--- config.mk ---
export PLATFORM = sky130hd
export DESIGN_NAME = prs_por_seq
export DESIGN_NICKNAME = d
export VERILOG_FILES = /design/src/design/prs_sync.sv /design/src/design/prs_por_seq.sv
export SDC_FILE = /design/constraint.sdc
export NUM_CORES = 1
export LEC_CHECK = 0
export BUFFER_PORTS_ARGS = -buffer_cell sky130_fd_sc_hd__clkbuf_2
export CORE_MARGIN = 8
export CORE_UTILIZATION = 40
export CTS_CLUSTER_DIAMETER = 150
export CTS_CLUSTER_SIZE = 8
export DETAILED_ROUTE_END_ITERATION = 8
export PLACE_DENSITY = 0.68
export SETUP_SLACK_MARGIN = 0.4
export SLEW_MARGIN = 5
export SYNTH_ARGS = -nofsm -noshare
export SYNTH_HDL_FRONTEND = slang
export SYNTH_SLANG_ARGS = --single-unit
export TNS_END_PERCENT = 5
--- constraint.sdc ---
create_clock -name hclk -period 5.2 [get_ports hclk]
set_input_delay 1.56 -clock hclk [delete_from_list [all_inputs] [get_ports hclk]]
set_output_delay 1.56 -clock hclk [all_outputs]
set_load 0.03 [all_outputs]
--- src/design/prs_sync.sv ---
// Shared constants and the supply-flag synchroniser of the power-on reset sequencer
`timescale 1ns/10ps
package prs_pkg;
  // Clock and timing
  localparam int CLK_PERIOD_PS = 4000;
  localparam int PS_PER_US = 1000000;
  localparam int CFG_TIME_US = 450;
  localparam int BANK_DLY_US = 2;
  // Longest time rounds down
  localparam int CFG_TIME_CYC = CFG_TIME_US * PS_PER_US / CLK_PERIOD_PS;
  // Least time rounds up
  localparam int BANK_DLY_CYC = (BANK_DLY_US * PS_PER_US + CLK_PERIOD_PS - 1) / CLK_PERIOD_PS;
  // Cycles spent outside the copy count: sync, start, clear step, margin
  localparam int SEQ_OVH_CYC = 6;
  localparam int CNT_W = 17;
  localparam int NBANK = 4;
  localparam int SYNC_W = NBANK + 2;
  // Register map
  localparam int ADDR_W = 8;
  localparam logic [7:0] REG_CTRL = 8'h00;
  localparam logic [7:0] REG_STATUS = 8'h04;
  localparam logic [7:0] REG_INT_STAT = 8'h08;
  localparam logic [7:0] REG_INT_MASK = 8'h0c;
  // Control fields
  localparam int CTRL_W = 3;
  localparam int CTRL_CLR_EN = 0;
  localparam int CTRL_OE_EN = 1;
  localparam int CTRL_LOWPWR = 2;
  localparam logic [2:0] CTRL_RST = 3'h0;
  // Interrupt fields
  localparam int INT_W = 3;
  localparam int INT_USER = 0;
  localparam int INT_BROWN = 1;
  localparam int INT_LATE = 2;
  localparam logic [2:0] INT_RST = 3'h0;
  // Status fields
  localparam int ST_STATE_LSB = 0;
  localparam int ST_USER = 3;
  localparam int ST_CORE = 4;
  localparam int ST_SAG = 5;
  localparam int ST_BANK_LSB = 6;
  localparam int ST_GUARD = 10;
  typedef enum logic [2:0] {
    PRS_OFF, PRS_COPY, PRS_BANK_WAIT, PRS_BANK_DLY, PRS_CLEAR, PRS_USER
  } prs_state_t;
endpackage

module prs_sync #(
  parameter int W = 1
) (
  input wire logic hclk,
  input wire logic hresetn,
  input wire logic [W-1:0] d,
  output logic [W-1:0] q
);
  typedef struct packed {
    logic [W-1:0] s1;
    logic [W-1:0] s2;
  } prs_sync_st_t;
  prs_sync_st_t st_r;
  prs_sync_st_t st_nxt;

  // First stage feeds only the second
  always_comb begin
    st_nxt.s1 = d;
    st_nxt.s2 = st_r.s1;
  end

  always_ff @(posedge hclk or negedge hresetn) begin
    if (!hresetn) begin
      st_r <= '0;
    end else begin
      st_r <= st_nxt;
    end
  end

  assign q = st_r.s2;
endmodule // prs_sync

--- src/design/prs_por_seq.sv ---
// Power-on reset sequencer with AHB-Lite control and status registers
//
// Operation
// - Start configuration copy when core supply passes its start threshold.
// - Keep all I/O tri-stated with pull-ups before and during the copy.
// - Finish copy and user-mode entry within the configuration time.
// - Wait for all bank supplies; enter user mode 2 us after late banks.
// - On user-mode entry hand I/O pins to user logic.
// - Outside low-power variant, core sag to 1.4 V resets SRAM, tri-states I/O.
// - After brown-out, restart copy when core supply recovers.
// - Low-power variant stops all supply monitoring once in user mode.
// - Clear and release user registers before releasing I/O tri-states.
// - With clear pin enabled, clears hold until the pin is deasserted.
// - With output-enable pin enabled, I/O stays tri-stated until pin asserted.
// - Outside low-power user mode, supply-low guard forces output buffers off while any supply is low.
//
// Local design decisions: the placing of the registers and the AHB-Lite interface to the registers.
`timescale 1ns/10ps
module prs_por_seq #(
  parameter logic [16:0] CFG_CYC = 17'(prs_pkg::CFG_TIME_CYC)
) (
  input wire logic hclk,
  input wire logic hresetn,
  input wire logic hsel,
  input wire logic [31:0] haddr,
  input wire logic [1:0] htrans,
  input wire logic hwrite,
  input wire logic [2:0] hsize,
  input wire logic [31:0] hwdata,
  input wire logic hready,
  output logic hreadyout,
  output logic hresp,
  output logic [31:0] hrdata,
  input wire logic core_start_ok,
  input wire logic core_above_sag,
  input wire logic [3:0] bank_good,
  input wire logic global_register_clear_pin_n,
  input wire logic global_output_enable_pin,
  output logic cfg_copy_start,
  output logic cfg_copy_busy,
  output logic sram_reset,
  output logic user_reg_clear,
  output logic io_tristate,
  output logic io_pullup_en,
  output logic supply_low_guard,
  output logic user_mode,
  output logic irq
);
  localparam logic [16:0] COPY_END = CFG_CYC - 17'(prs_pkg::SEQ_OVH_CYC);
  localparam logic [16:0] BANK_END = 17'(prs_pkg::BANK_DLY_CYC - 1);

  typedef struct packed {
    prs_pkg::prs_state_t state;
    logic [prs_pkg::CNT_W-1:0] cnt;
    logic [prs_pkg::CTRL_W-1:0] ctrl;
    logic [prs_pkg::INT_W-1:0] int_stat;
    logic [prs_pkg::INT_W-1:0] int_mask;
    logic [31:0] rdata;
    logic a_valid;
    logic a_wr;
    logic [prs_pkg::ADDR_W-1:0] a_addr;
    logic guard;
    logic copy_pulse;
  } prs_top_st_t;

  prs_top_st_t st_r;
  prs_top_st_t st_nxt;

  logic [prs_pkg::SYNC_W-1:0] flags_s;
  logic core_s;
  logic sag_s;
  logic [3:0] bank_s;
  logic bank_all;
  logic lowpwr;
  logic clr_en;
  logic oe_en;
  logic oe_hold;
  logic pre_user;
  logic monitor_off;

  // Comparator flags are asynchronous to the clock
  prs_sync #(
    .W(prs_pkg::SYNC_W)
  ) u_sync (
    .hclk(hclk),
    .hresetn(hresetn),
    .d({bank_good, core_above_sag, core_start_ok}),
    .q(flags_s)
  );

  assign core_s = flags_s[0];
  assign sag_s = flags_s[1];
  assign bank_s = flags_s[prs_pkg::SYNC_W-1:2];
  assign bank_all = &bank_s;
  assign lowpwr = st_r.ctrl[prs_pkg::CTRL_LOWPWR];
  assign clr_en = st_r.ctrl[prs_pkg::CTRL_CLR_EN];
  assign oe_en = st_r.ctrl[prs_pkg::CTRL_OE_EN];
  assign monitor_off = (st_r.state == prs_pkg::PRS_USER) && lowpwr;

  always_comb begin
    logic [prs_pkg::INT_W-1:0] ev;
    logic [prs_pkg::INT_W-1:0] w1c;
    logic [31:0] rd;
    ev = '0;
    w1c = '0;
    rd = '0;
    st_nxt = st_r;
    st_nxt.copy_pulse = 1'b0;

    // Sequencer
    unique case (st_r.state)
      prs_pkg::PRS_OFF: begin
        if (core_s && sag_s) begin
          st_nxt.state = prs_pkg::PRS_COPY;
          st_nxt.cnt = '0;
          st_nxt.copy_pulse = 1'b1;
        end
      end
      prs_pkg::PRS_COPY: begin
        st_nxt.cnt = st_r.cnt + 17'h00001;
        if (st_r.cnt >= COPY_END) begin
          if (bank_all) begin
            st_nxt.state = prs_pkg::PRS_CLEAR;
          end else begin
            st_nxt.state = prs_pkg::PRS_BANK_WAIT;
            ev[prs_pkg::INT_LATE] = 1'b1;
          end
        end
      end
      prs_pkg::PRS_BANK_WAIT: begin
        if (bank_all) begin
          st_nxt.state = prs_pkg::PRS_BANK_DLY;
          st_nxt.cnt = '0;
        end
      end
      prs_pkg::PRS_BANK_DLY: begin
        st_nxt.cnt = st_r.cnt + 17'h00001;
        if (!bank_all) begin
          st_nxt.state = prs_pkg::PRS_BANK_WAIT;
        end else if (st_r.cnt >= BANK_END) begin
          st_nxt.state = prs_pkg::PRS_CLEAR;
        end
      end
      prs_pkg::PRS_CLEAR: begin
        // One cycle with clears released and pins still tri-stated
        st_nxt.state = prs_pkg::PRS_USER;
        ev[prs_pkg::INT_USER] = 1'b1;
      end
      prs_pkg::PRS_USER: begin
      end
      default: begin
        st_nxt.state = prs_pkg::PRS_OFF;
      end
    endcase

    // Core sag aborts any phase, except once the low-power part is running
    if (st_r.state != prs_pkg::PRS_OFF && !sag_s && !monitor_off) begin
      st_nxt.state = prs_pkg::PRS_OFF;
      st_nxt.cnt = '0;
      st_nxt.copy_pulse = 1'b0;
      ev[prs_pkg::INT_USER] = 1'b0;
      ev[prs_pkg::INT_BROWN] = (st_r.state == prs_pkg::PRS_USER);
    end

    // Guard watches core and every bank until monitoring stops
    st_nxt.guard = !(sag_s && bank_all) && !monitor_off;

    // Bus data phase: write
    if (st_r.a_valid && st_r.a_wr) begin
      unique case (st_r.a_addr)
        prs_pkg::REG_CTRL: st_nxt.ctrl = hwdata[prs_pkg::CTRL_W-1:0];
        prs_pkg::REG_INT_STAT: w1c = hwdata[prs_pkg::INT_W-1:0];
        prs_pkg::REG_INT_MASK: st_nxt.int_mask = hwdata[prs_pkg::INT_W-1:0];
        default: begin
        end
      endcase
    end
    // A new event wins over its own clear
    st_nxt.int_stat = (st_r.int_stat & ~w1c) | ev;

    // Bus address phase
    st_nxt.a_valid = hsel && hready && htrans[1];
    if (hsel && hready) begin
      st_nxt.a_wr = hwrite;
      st_nxt.a_addr = haddr[prs_pkg::ADDR_W-1:0];
    end
    if (hsel && hready && htrans[1] && !hwrite) begin
      unique case (haddr[prs_pkg::ADDR_W-1:0])
        prs_pkg::REG_CTRL: rd[prs_pkg::CTRL_W-1:0] = st_r.ctrl;
        prs_pkg::REG_STATUS: begin
          rd[prs_pkg::ST_STATE_LSB +: 3] = st_r.state;
          rd[prs_pkg::ST_USER] = (st_r.state == prs_pkg::PRS_USER);
          rd[prs_pkg::ST_CORE] = core_s;
          rd[prs_pkg::ST_SAG] = sag_s;
          rd[prs_pkg::ST_BANK_LSB +: prs_pkg::NBANK] = bank_s;
          rd[prs_pkg::ST_GUARD] = st_r.guard;
        end
        prs_pkg::REG_INT_STAT: rd[prs_pkg::INT_W-1:0] = st_r.int_stat;
        prs_pkg::REG_INT_MASK: rd[prs_pkg::INT_W-1:0] = st_r.int_mask;
        default: rd = '0;
      endcase
      st_nxt.rdata = rd;
    end
  end

  always_ff @(posedge hclk or negedge hresetn) begin
    if (!hresetn) begin
      st_r.state <= prs_pkg::PRS_OFF;
      st_r.cnt <= '0;
      st_r.ctrl <= prs_pkg::CTRL_RST;
      st_r.int_stat <= prs_pkg::INT_RST;
      st_r.int_mask <= prs_pkg::INT_RST;
      st_r.rdata <= '0;
      st_r.a_valid <= 1'b0;
      st_r.a_wr <= 1'b0;
      st_r.a_addr <= '0;
      st_r.guard <= 1'b1;
      st_r.copy_pulse <= 1'b0;
    end else begin
      st_r <= st_nxt;
    end
  end

  // Zero wait states; a read returns values sampled at its address phase
  assign hreadyout = 1'b1;
  assign hresp = 1'b0;
  assign hrdata = st_r.rdata;

  assign pre_user = (st_r.state != prs_pkg::PRS_USER) && (st_r.state != prs_pkg::PRS_CLEAR);
  assign oe_hold = oe_en && !global_output_enable_pin;

  assign cfg_copy_start = st_r.copy_pulse;
  assign cfg_copy_busy = (st_r.state == prs_pkg::PRS_COPY);
  assign sram_reset = (st_r.state == prs_pkg::PRS_OFF);
  assign user_mode = (st_r.state == prs_pkg::PRS_USER);
  // Clears drop one cycle ahead of the pins unless the clear pin holds them
  assign user_reg_clear = pre_user || (clr_en && !global_register_clear_pin_n);
  assign io_tristate = !user_mode || oe_hold || st_r.guard;
  assign io_pullup_en = !user_mode;
  assign supply_low_guard = st_r.guard;
  assign irq = |(st_r.int_stat & st_r.int_mask);
endmodule // prs_por_seq

==> results of run 1 <==
-- cells in the final DEF (no fill, tap or decap), types with 2 or more instances in the layout --
master     Yosys  final
a22o_1        10     10
ha_1           2      2
and2_1         4      4
clkbuf_8       0     11
o22ai_1        2      2
nor4_1         5      5
a21oi_1        9      9
bufinv_16      0      2
a31oi_1        7      7
nand2_1       24     24
nor3_1         6      6
inv_1         12     12
nand2b_1       2      2
nor2b_1        4      4
dfrtp_1       63     63
nor2_1        16     16
o31ai_1        4      4
nor3b_1        2      2
nand4_1       11     11
nand3_1       11     11
mux4_2         3      3
conb_1         2     23
o21ai_0       33     33
clkbuf_2       0     44
mux2_2        14     14
a31o_2         2      2
and3_1         3      3
-- routing by layer --
layer / GRT usage (%) / routed length, um / vias to the layer above
met5: 0 / 0 / -
li1: - / - / 1142
met4: 4.28 / 83 / 0
met2: 19.0 / 3070 / 65
met3: 5.30 / 519 / 9
met1: 15.3 / 2850 / 1132
-- power by group --
group / leakage (nW) / switching [W] / total, W / internal [W]
logic: 0.679 / 0.000105 / 0.000158 / 0.0000528
clock network: 0.112 / 0.000179 / 0.000472 / 0.000293
registers: 0.832 / 0.0000373 / 0.000566 / 0.000529
total: 1.62 / 0.000321 / 0.00120 / 0.000875
-- final timing paths --
check,start,end
setup / recovery,global_output_enable_pin,io_tristate
hold / removal,u_sync.st_nxt[2]$_DFF_PN0_,u_sync.q[2]$_DFF_PN0_
setup reg to reg,st_r[70]$_DFFE_PN0P_,st_r[57]$_DFFE_PN0P_
hold reg to reg,u_sync.st_nxt[2]$_DFF_PN0_,u_sync.q[2]$_DFF_PN0_
max in group asynchronous,hresetn,st_r[56]$_DFFE_PN0P_
min in group asynchronous,hresetn,st_r[11]$_DFF_PN0_
-- cells in the mapped netlist (all sizes together) (2+ instances only) --
cell,number
mux4,3
o21ai,34
nand3,11
mux2,14
clkbuf,15
conb,2
a31oi,7
and2,4
a31o,2
ha,2
nor3,6
nand4,11
nor2b,4
dfrtp,63
a21oi,9
or4,2
inv,12
nor3b,3
buf,34
a22o,10
nand2b,2
o22ai,2
nor2,16
nand2,24
nor4,5
o31ai,4
and3,3
-- state kept, by name, indices dropped and copies added, names as in the netlist --
name,count
u_sync.st_nxt,6
clr_en,1
st_r,36
supply_low_guard,1
lowpwr,1
hrdata,11
cfg_copy_start,1
u_sync.q,6
oe_en,1
-- kinds of logic (layout without fill, tap and decap cells) --
kind of cell	Yosys count	after routing	share of synthesized area (%)
buffers and inverters	61	72	11.2
multiplexers	17	17	7.06
AND/OR/NAND/NOR	94	94	15.5
adder cells (fa/ha/maj)	2	2	0.785
AO/OA/AOI/OAI	76	76	15.0
other	2	23	0.236
flip-flops	64	64	50.3
-- area by class of cell --
| class | count | area, um2 | area share, % |
|---|---|---|---|
| sequential | 64 | 1600 | 45.4 |
| multi-input combinational | 212 | 1310 | 37.0 |
| timing repair buffer | 45 | 228 | 6.45 |
| clock buffer | 12 | 155 | 4.39 |
| tap | 102 | 128 | 3.61 |
| clock inverter | 3 | 65.1 | 1.84 |
| inverter | 12 | 45.0 | 1.28 |
-- metrics by stage --
stage | hold slack, ns | std cells | utilization (%) | cell area (um2)
final | 0.345 | 450 | 45.7 | 3530
after detailed placement | 0.338 | 435 | 42.8 | 3310
after CTS | 0.353 | 450 | 45.7 | 3530
after global placement | 0.335 | 435 | 42.8 | 3310
after floorplan | 0.331 | 337 | - | 3270
after global routing | 0.359 | 450 | 45.7 | 3530
==> run_results.csv, run 1 <==
group,metric,value,unit
cts,h-tree-depth,3,
grt,grt.overflow.total,0,
floorplan,die_area,11100,um2
grt,grt_max_degree,36,
logic_synthesis,synth_cells,316,
sta,fin_skew,0.0105,ns
sta,slew_headroom,27.9,%
logic_synthesis,async_flop_share,100,%
layout,drive_above_1_share,23.3,%
logic_synthesis,synth_area_leaders,"dfrtp_1 49%, buf_4 8.0%, o21ai_0 5.2%",
critical_path,slowest_stage,"clkbuf_2",
sta,finalHoldViolations,0,
sta,rsz0062_at_grt,"no",
placed_design,globalplace.congestion,0.814,
logic_synthesis,synthFlopType,"dfrtp_1",
critical_path,crit_top_cell,"clkbuf_2",
critical_path,critPathLaunchType,"input pin",
logic_synthesis,yosysTopAreaCell,"dfrtp_1",
critical_path,crit_arrival,2.06,ns
routing,detail_route.vias_per_cell,5.22,
floorplan,initial_core_util,41.3,%
hold_path,min_path_cells,0,
outcome,status,"finished, final reports clean",
sta,tightest_slew,1.07,ns
critical_path,critical_path.max_fanout,1,
sta,drv_slew,0,
routing,drt-initial-drc-count,96,
critical_path,crit_path_end_kind,"output pin",
logic_synthesis,ys_warn_count,0,
critical_path,crit_cells,5,
layout,final_nets,428,
cts,cts_tree,"done",
routing,first_pass_iters,4,
cts,clkSinkCount,64,
pwr,power.density,339,nW/um2
critical_path,r2r_cells,5,
cts,clkLatencyLatePin,0.33,ns
pwr,max-vdd-ir-drop,0.139,mV
cts,clkTransAtPathRegs,0.07,ns
routing,wl_per_cell,14.5,um
logic_synthesis,synth_edf_count,0,
placed_design,dp_worst_setup_slack,1.57,ns
critical_path,path_buf_inv,3,
cts,cts_max_path_buffers,2,
critical_path,crit_type,"input pin to output pin",
pwr,power.total,0.00120,W
floorplan,core,7730,um2
cts,cts_root_buf,"clkbuf_8",
routing,routed_wl,6520,um
grt,grt_pass1_vias,2311,
layout,fillerInstances,758,
grt,track_usage,12.4,%
sta,fin_tns_setup,0,ns
routing,drc,0,
run,maxCapViolCount,0,
cts,cts_hold_buf,0,
logic_synthesis,synth-seq-cells,64,
routing,detail-route-antenna-nets,0,
floorplan,num_io_pins,125,
placed_design,io_buffer_count,44,
floorplan,die_x,105,um
grt,antenna_found_initial,0,
logic_synthesis,netlist_area,3190,um2
hold_path,hp-class,"register to register",
floorplan,die_y,105,um
logic_synthesis,avgSynthCellArea,10.1,um2
sta,period_share,69.7,%
placed_design,dp_hpwl,4830,um
floorplan,num_rows,32,
sta,fmax,0.276,GHz
sta,setup_viol,0,
sta,timing.final.ws_setup,1.58,ns
critical_path,crit_chain,"clkbuf_2 > inv_1 > a21oi_1 > nand2_1 > clkbuf_2",
grt,grt_pass1_wl,11400,um
cts,post_cts_buffers,0,
cts,cts_buffers,9,
critical_path,reg2reg_slack,3.03,ns
critical_path,crit_required,3.64,ns
sta,fin_crit,3.62,ns
pwr,p_leak,1.62,nW
layout,antennaDiodeCount,0,
critical_path,cp_top_family,"buffers and inverters",
logic_synthesis,synth_cell_types,42,
logic_synthesis,synth_top_area_share,49.5,%
routing,num_vias,2348,
layout,areaGrowthSynthToFinish,10.8,%
logic_synthesis,yosysSeqAreaShare,50.3,%
critical_path,max_stage_delay,0.19,ns
cts,ctsResizeCount,0,
(Power assumes the default switching activity.)
==> run 2: changes to the inputs <==
Settings changed: PLACE_DENSITY 0.68 to 0.7.
Clock period 5.2 ns to 3 ns, I/O delays scaled along.
==> run_results.csv, run 2 (synthesis results as in run 1) <==
group,metric,value,unit
outcome,status,"finished, final reports clean",
grt,track_usage,12.3,%
layout,finalInstanceArea,3570,um2
grt,grt_max_degree,42,
hold_path,hp-class,"register to register",
floorplan,initial_core_util,41.3,%
pwr,p_leak,1.64,nW
sta,fmax,0.406,GHz
floorplan,num_io_pins,125,
critical_path,crit_type,"register to output pin",
routing,detail-route-antenna-nets,0,
routing,first_pass_iters,6,
critical_path,crit_path_end_kind,"output pin",
routing,routed_wl,6540,um
cts,cts_hold_buf,0,
grt,grt_pass1_wl,11200,um
routing,drc,0,
critical_path,critical_path.max_fanout,10,
critical_path,crit_arrival,1.57,ns
sta,tightest_slew,0.691,ns
layout,drive_above_1_share,25.0,%
floorplan,die_y,105,um
cts,clkSinkCount,64,
sta,finalHoldViolations,0,
layout,fillerInstances,742,
routing,detail_route.vias_per_cell,5.22,
routing,drt-initial-drc-count,83,
cts,post_cts_buffers,0,
floorplan,core,7730,um2
layout,antennaDiodeCount,0,
layout,final_nets,431,
sta,period_share,82.2,%
grt,antenna_found_initial,0,
critical_path,crit_required,2.10,ns
sta,rsz0062_at_grt,"no",
layout,areaGrowthSynthToFinish,12.0,%
pwr,max-vdd-ir-drop,0.201,mV
critical_path,r2r_cells,6,
sta,fin_skew,0.0113,ns
grt,grt_pass1_vias,2337,
placed_design,postPlaceCellArea,3350,um2
sta,setup_viol,0,
cts,clkLatencyLatePin,0.35,ns
pwr,power.total,0.00209,W
cts,cts_tree,"done",
floorplan,die_area,11100,um2
placed_design,dp_hpwl,4800,um
cts,clkTransAtPathRegs,0.08,ns
cts,cts_max_path_buffers,2,
floorplan,num_rows,32,
routing,wl_per_cell,14.4,um
cts,cts_root_buf,"clkbuf_8",
grt,grt.overflow.total,0,
layout,mostFrequentLayoutCells,"62 x dfrtp_1, 44 x clkbuf_2, 33 x o21ai_0, 24 x nand2_1, 23 x conb_1",
sta,drv_slew,0,
cts,h-tree-depth,3,
placed_design,globalplace.congestion,0.846,
floorplan,die_x,105,um
sta,slew_headroom,53.8,%
hold_path,min_path_cells,0,
pwr,power.density,586,nW/um2
layout,largest_reg_flops,36,
placed_design,io_buffer_count,44,
routing,num_vias,2370,
layout,top_register,"st_r",
sta,fin_tns_setup,0,ns
cts,cts_buffers,9,
layout,layout_commonest_cell,"dfrtp_1",
critical_path,critPathLaunchType,"register",
run,maxCapViolCount,0,
sta,fin_crit,2.47,ns
run 2: cell type report:
type,instances,area [um2],share of cell area (%)
Clock buffer,9,124,3.47
Clock inverter,7,100,2.80
Inverter,12,45.0,1.26
Multi-Input combinational cell,212,1310,36.6
Sequential cell,64,1600,44.9
Tap cell,102,128,3.57
Timing Repair Buffer,48,263,7.36
run 2: layer usage:
layer  track usage, %  vias up  part of all wire [%]
met4             5.71        0                   1.5
met2             18.5       67                    46
met3             4.81       10                   6.8
met5                0        -                     0
met1             15.1     1143                    45
li1                 -     1150                     -
run 2: worst paths after layout:
check / start / to / slack, ns
worst max register to register: st_r[54]$_DFFE_PN0P_ / st_r[69]$_DFFE_PN0P_ / 0.91
min in group asynchronous: hresetn / hrdata[8]$_DFFE_PN0P_ / 0.55
max in group asynchronous: hresetn / st_r[72]$_DFFE_PN0P_ / 1.82
worst min-delay path: u_sync.st_nxt[4]$_DFF_PN0_ / u_sync.q[4]$_DFF_PN0_ / 0.35
worst min register to register: u_sync.st_nxt[4]$_DFF_PN0_ / u_sync.q[4]$_DFF_PN0_ / 0.35
worst max-delay path: st_r[71]$_DFFE_PN0P_ / io_pullup_en / 0.53
run 2: timing repair:
action	CTS	global route
setup endpoints to repair	0	3
endpoints found under the hold margin	0	0
resized for setup	0	2
run 2: worst max-delay path, cell delays in order, from the launching register on:
cell and delay [ns]:
dfrtp_1 0.50, nor2b_1 0.22, and2_2 0.24, inv_1 0.08
clkbuf_2 0.19
run 2: power by group:
group / total, W / internal (W) / switching, W
combinational: 0.000282 / 0.0000983 / 0.000184
clock: 0.000830 / 0.000476 / 0.000354
sequential: 0.000981 / 0.000916 / 0.0000641
total: 0.00209 / 0.00149 / 0.000603
run 2: per-stage QoR:
| step | setup WS [ns] | hold WS (ns) | instances | utilization (%) |
|---|---|---|---|---|
| global route | 0.423 | 0.363 | 454 | 46.2 |
| CTS | 0.437 | 0.353 | 454 | 46.2 |
| finish | 0.534 | 0.352 | 454 | 46.2 |
| detailed placement | 0.383 | 0.335 | 438 | 43.3 |
| floorplan | 0.520 | 0.331 | 337 | - |
| global placement | 0.392 | 0.333 | 438 | 43.3 |
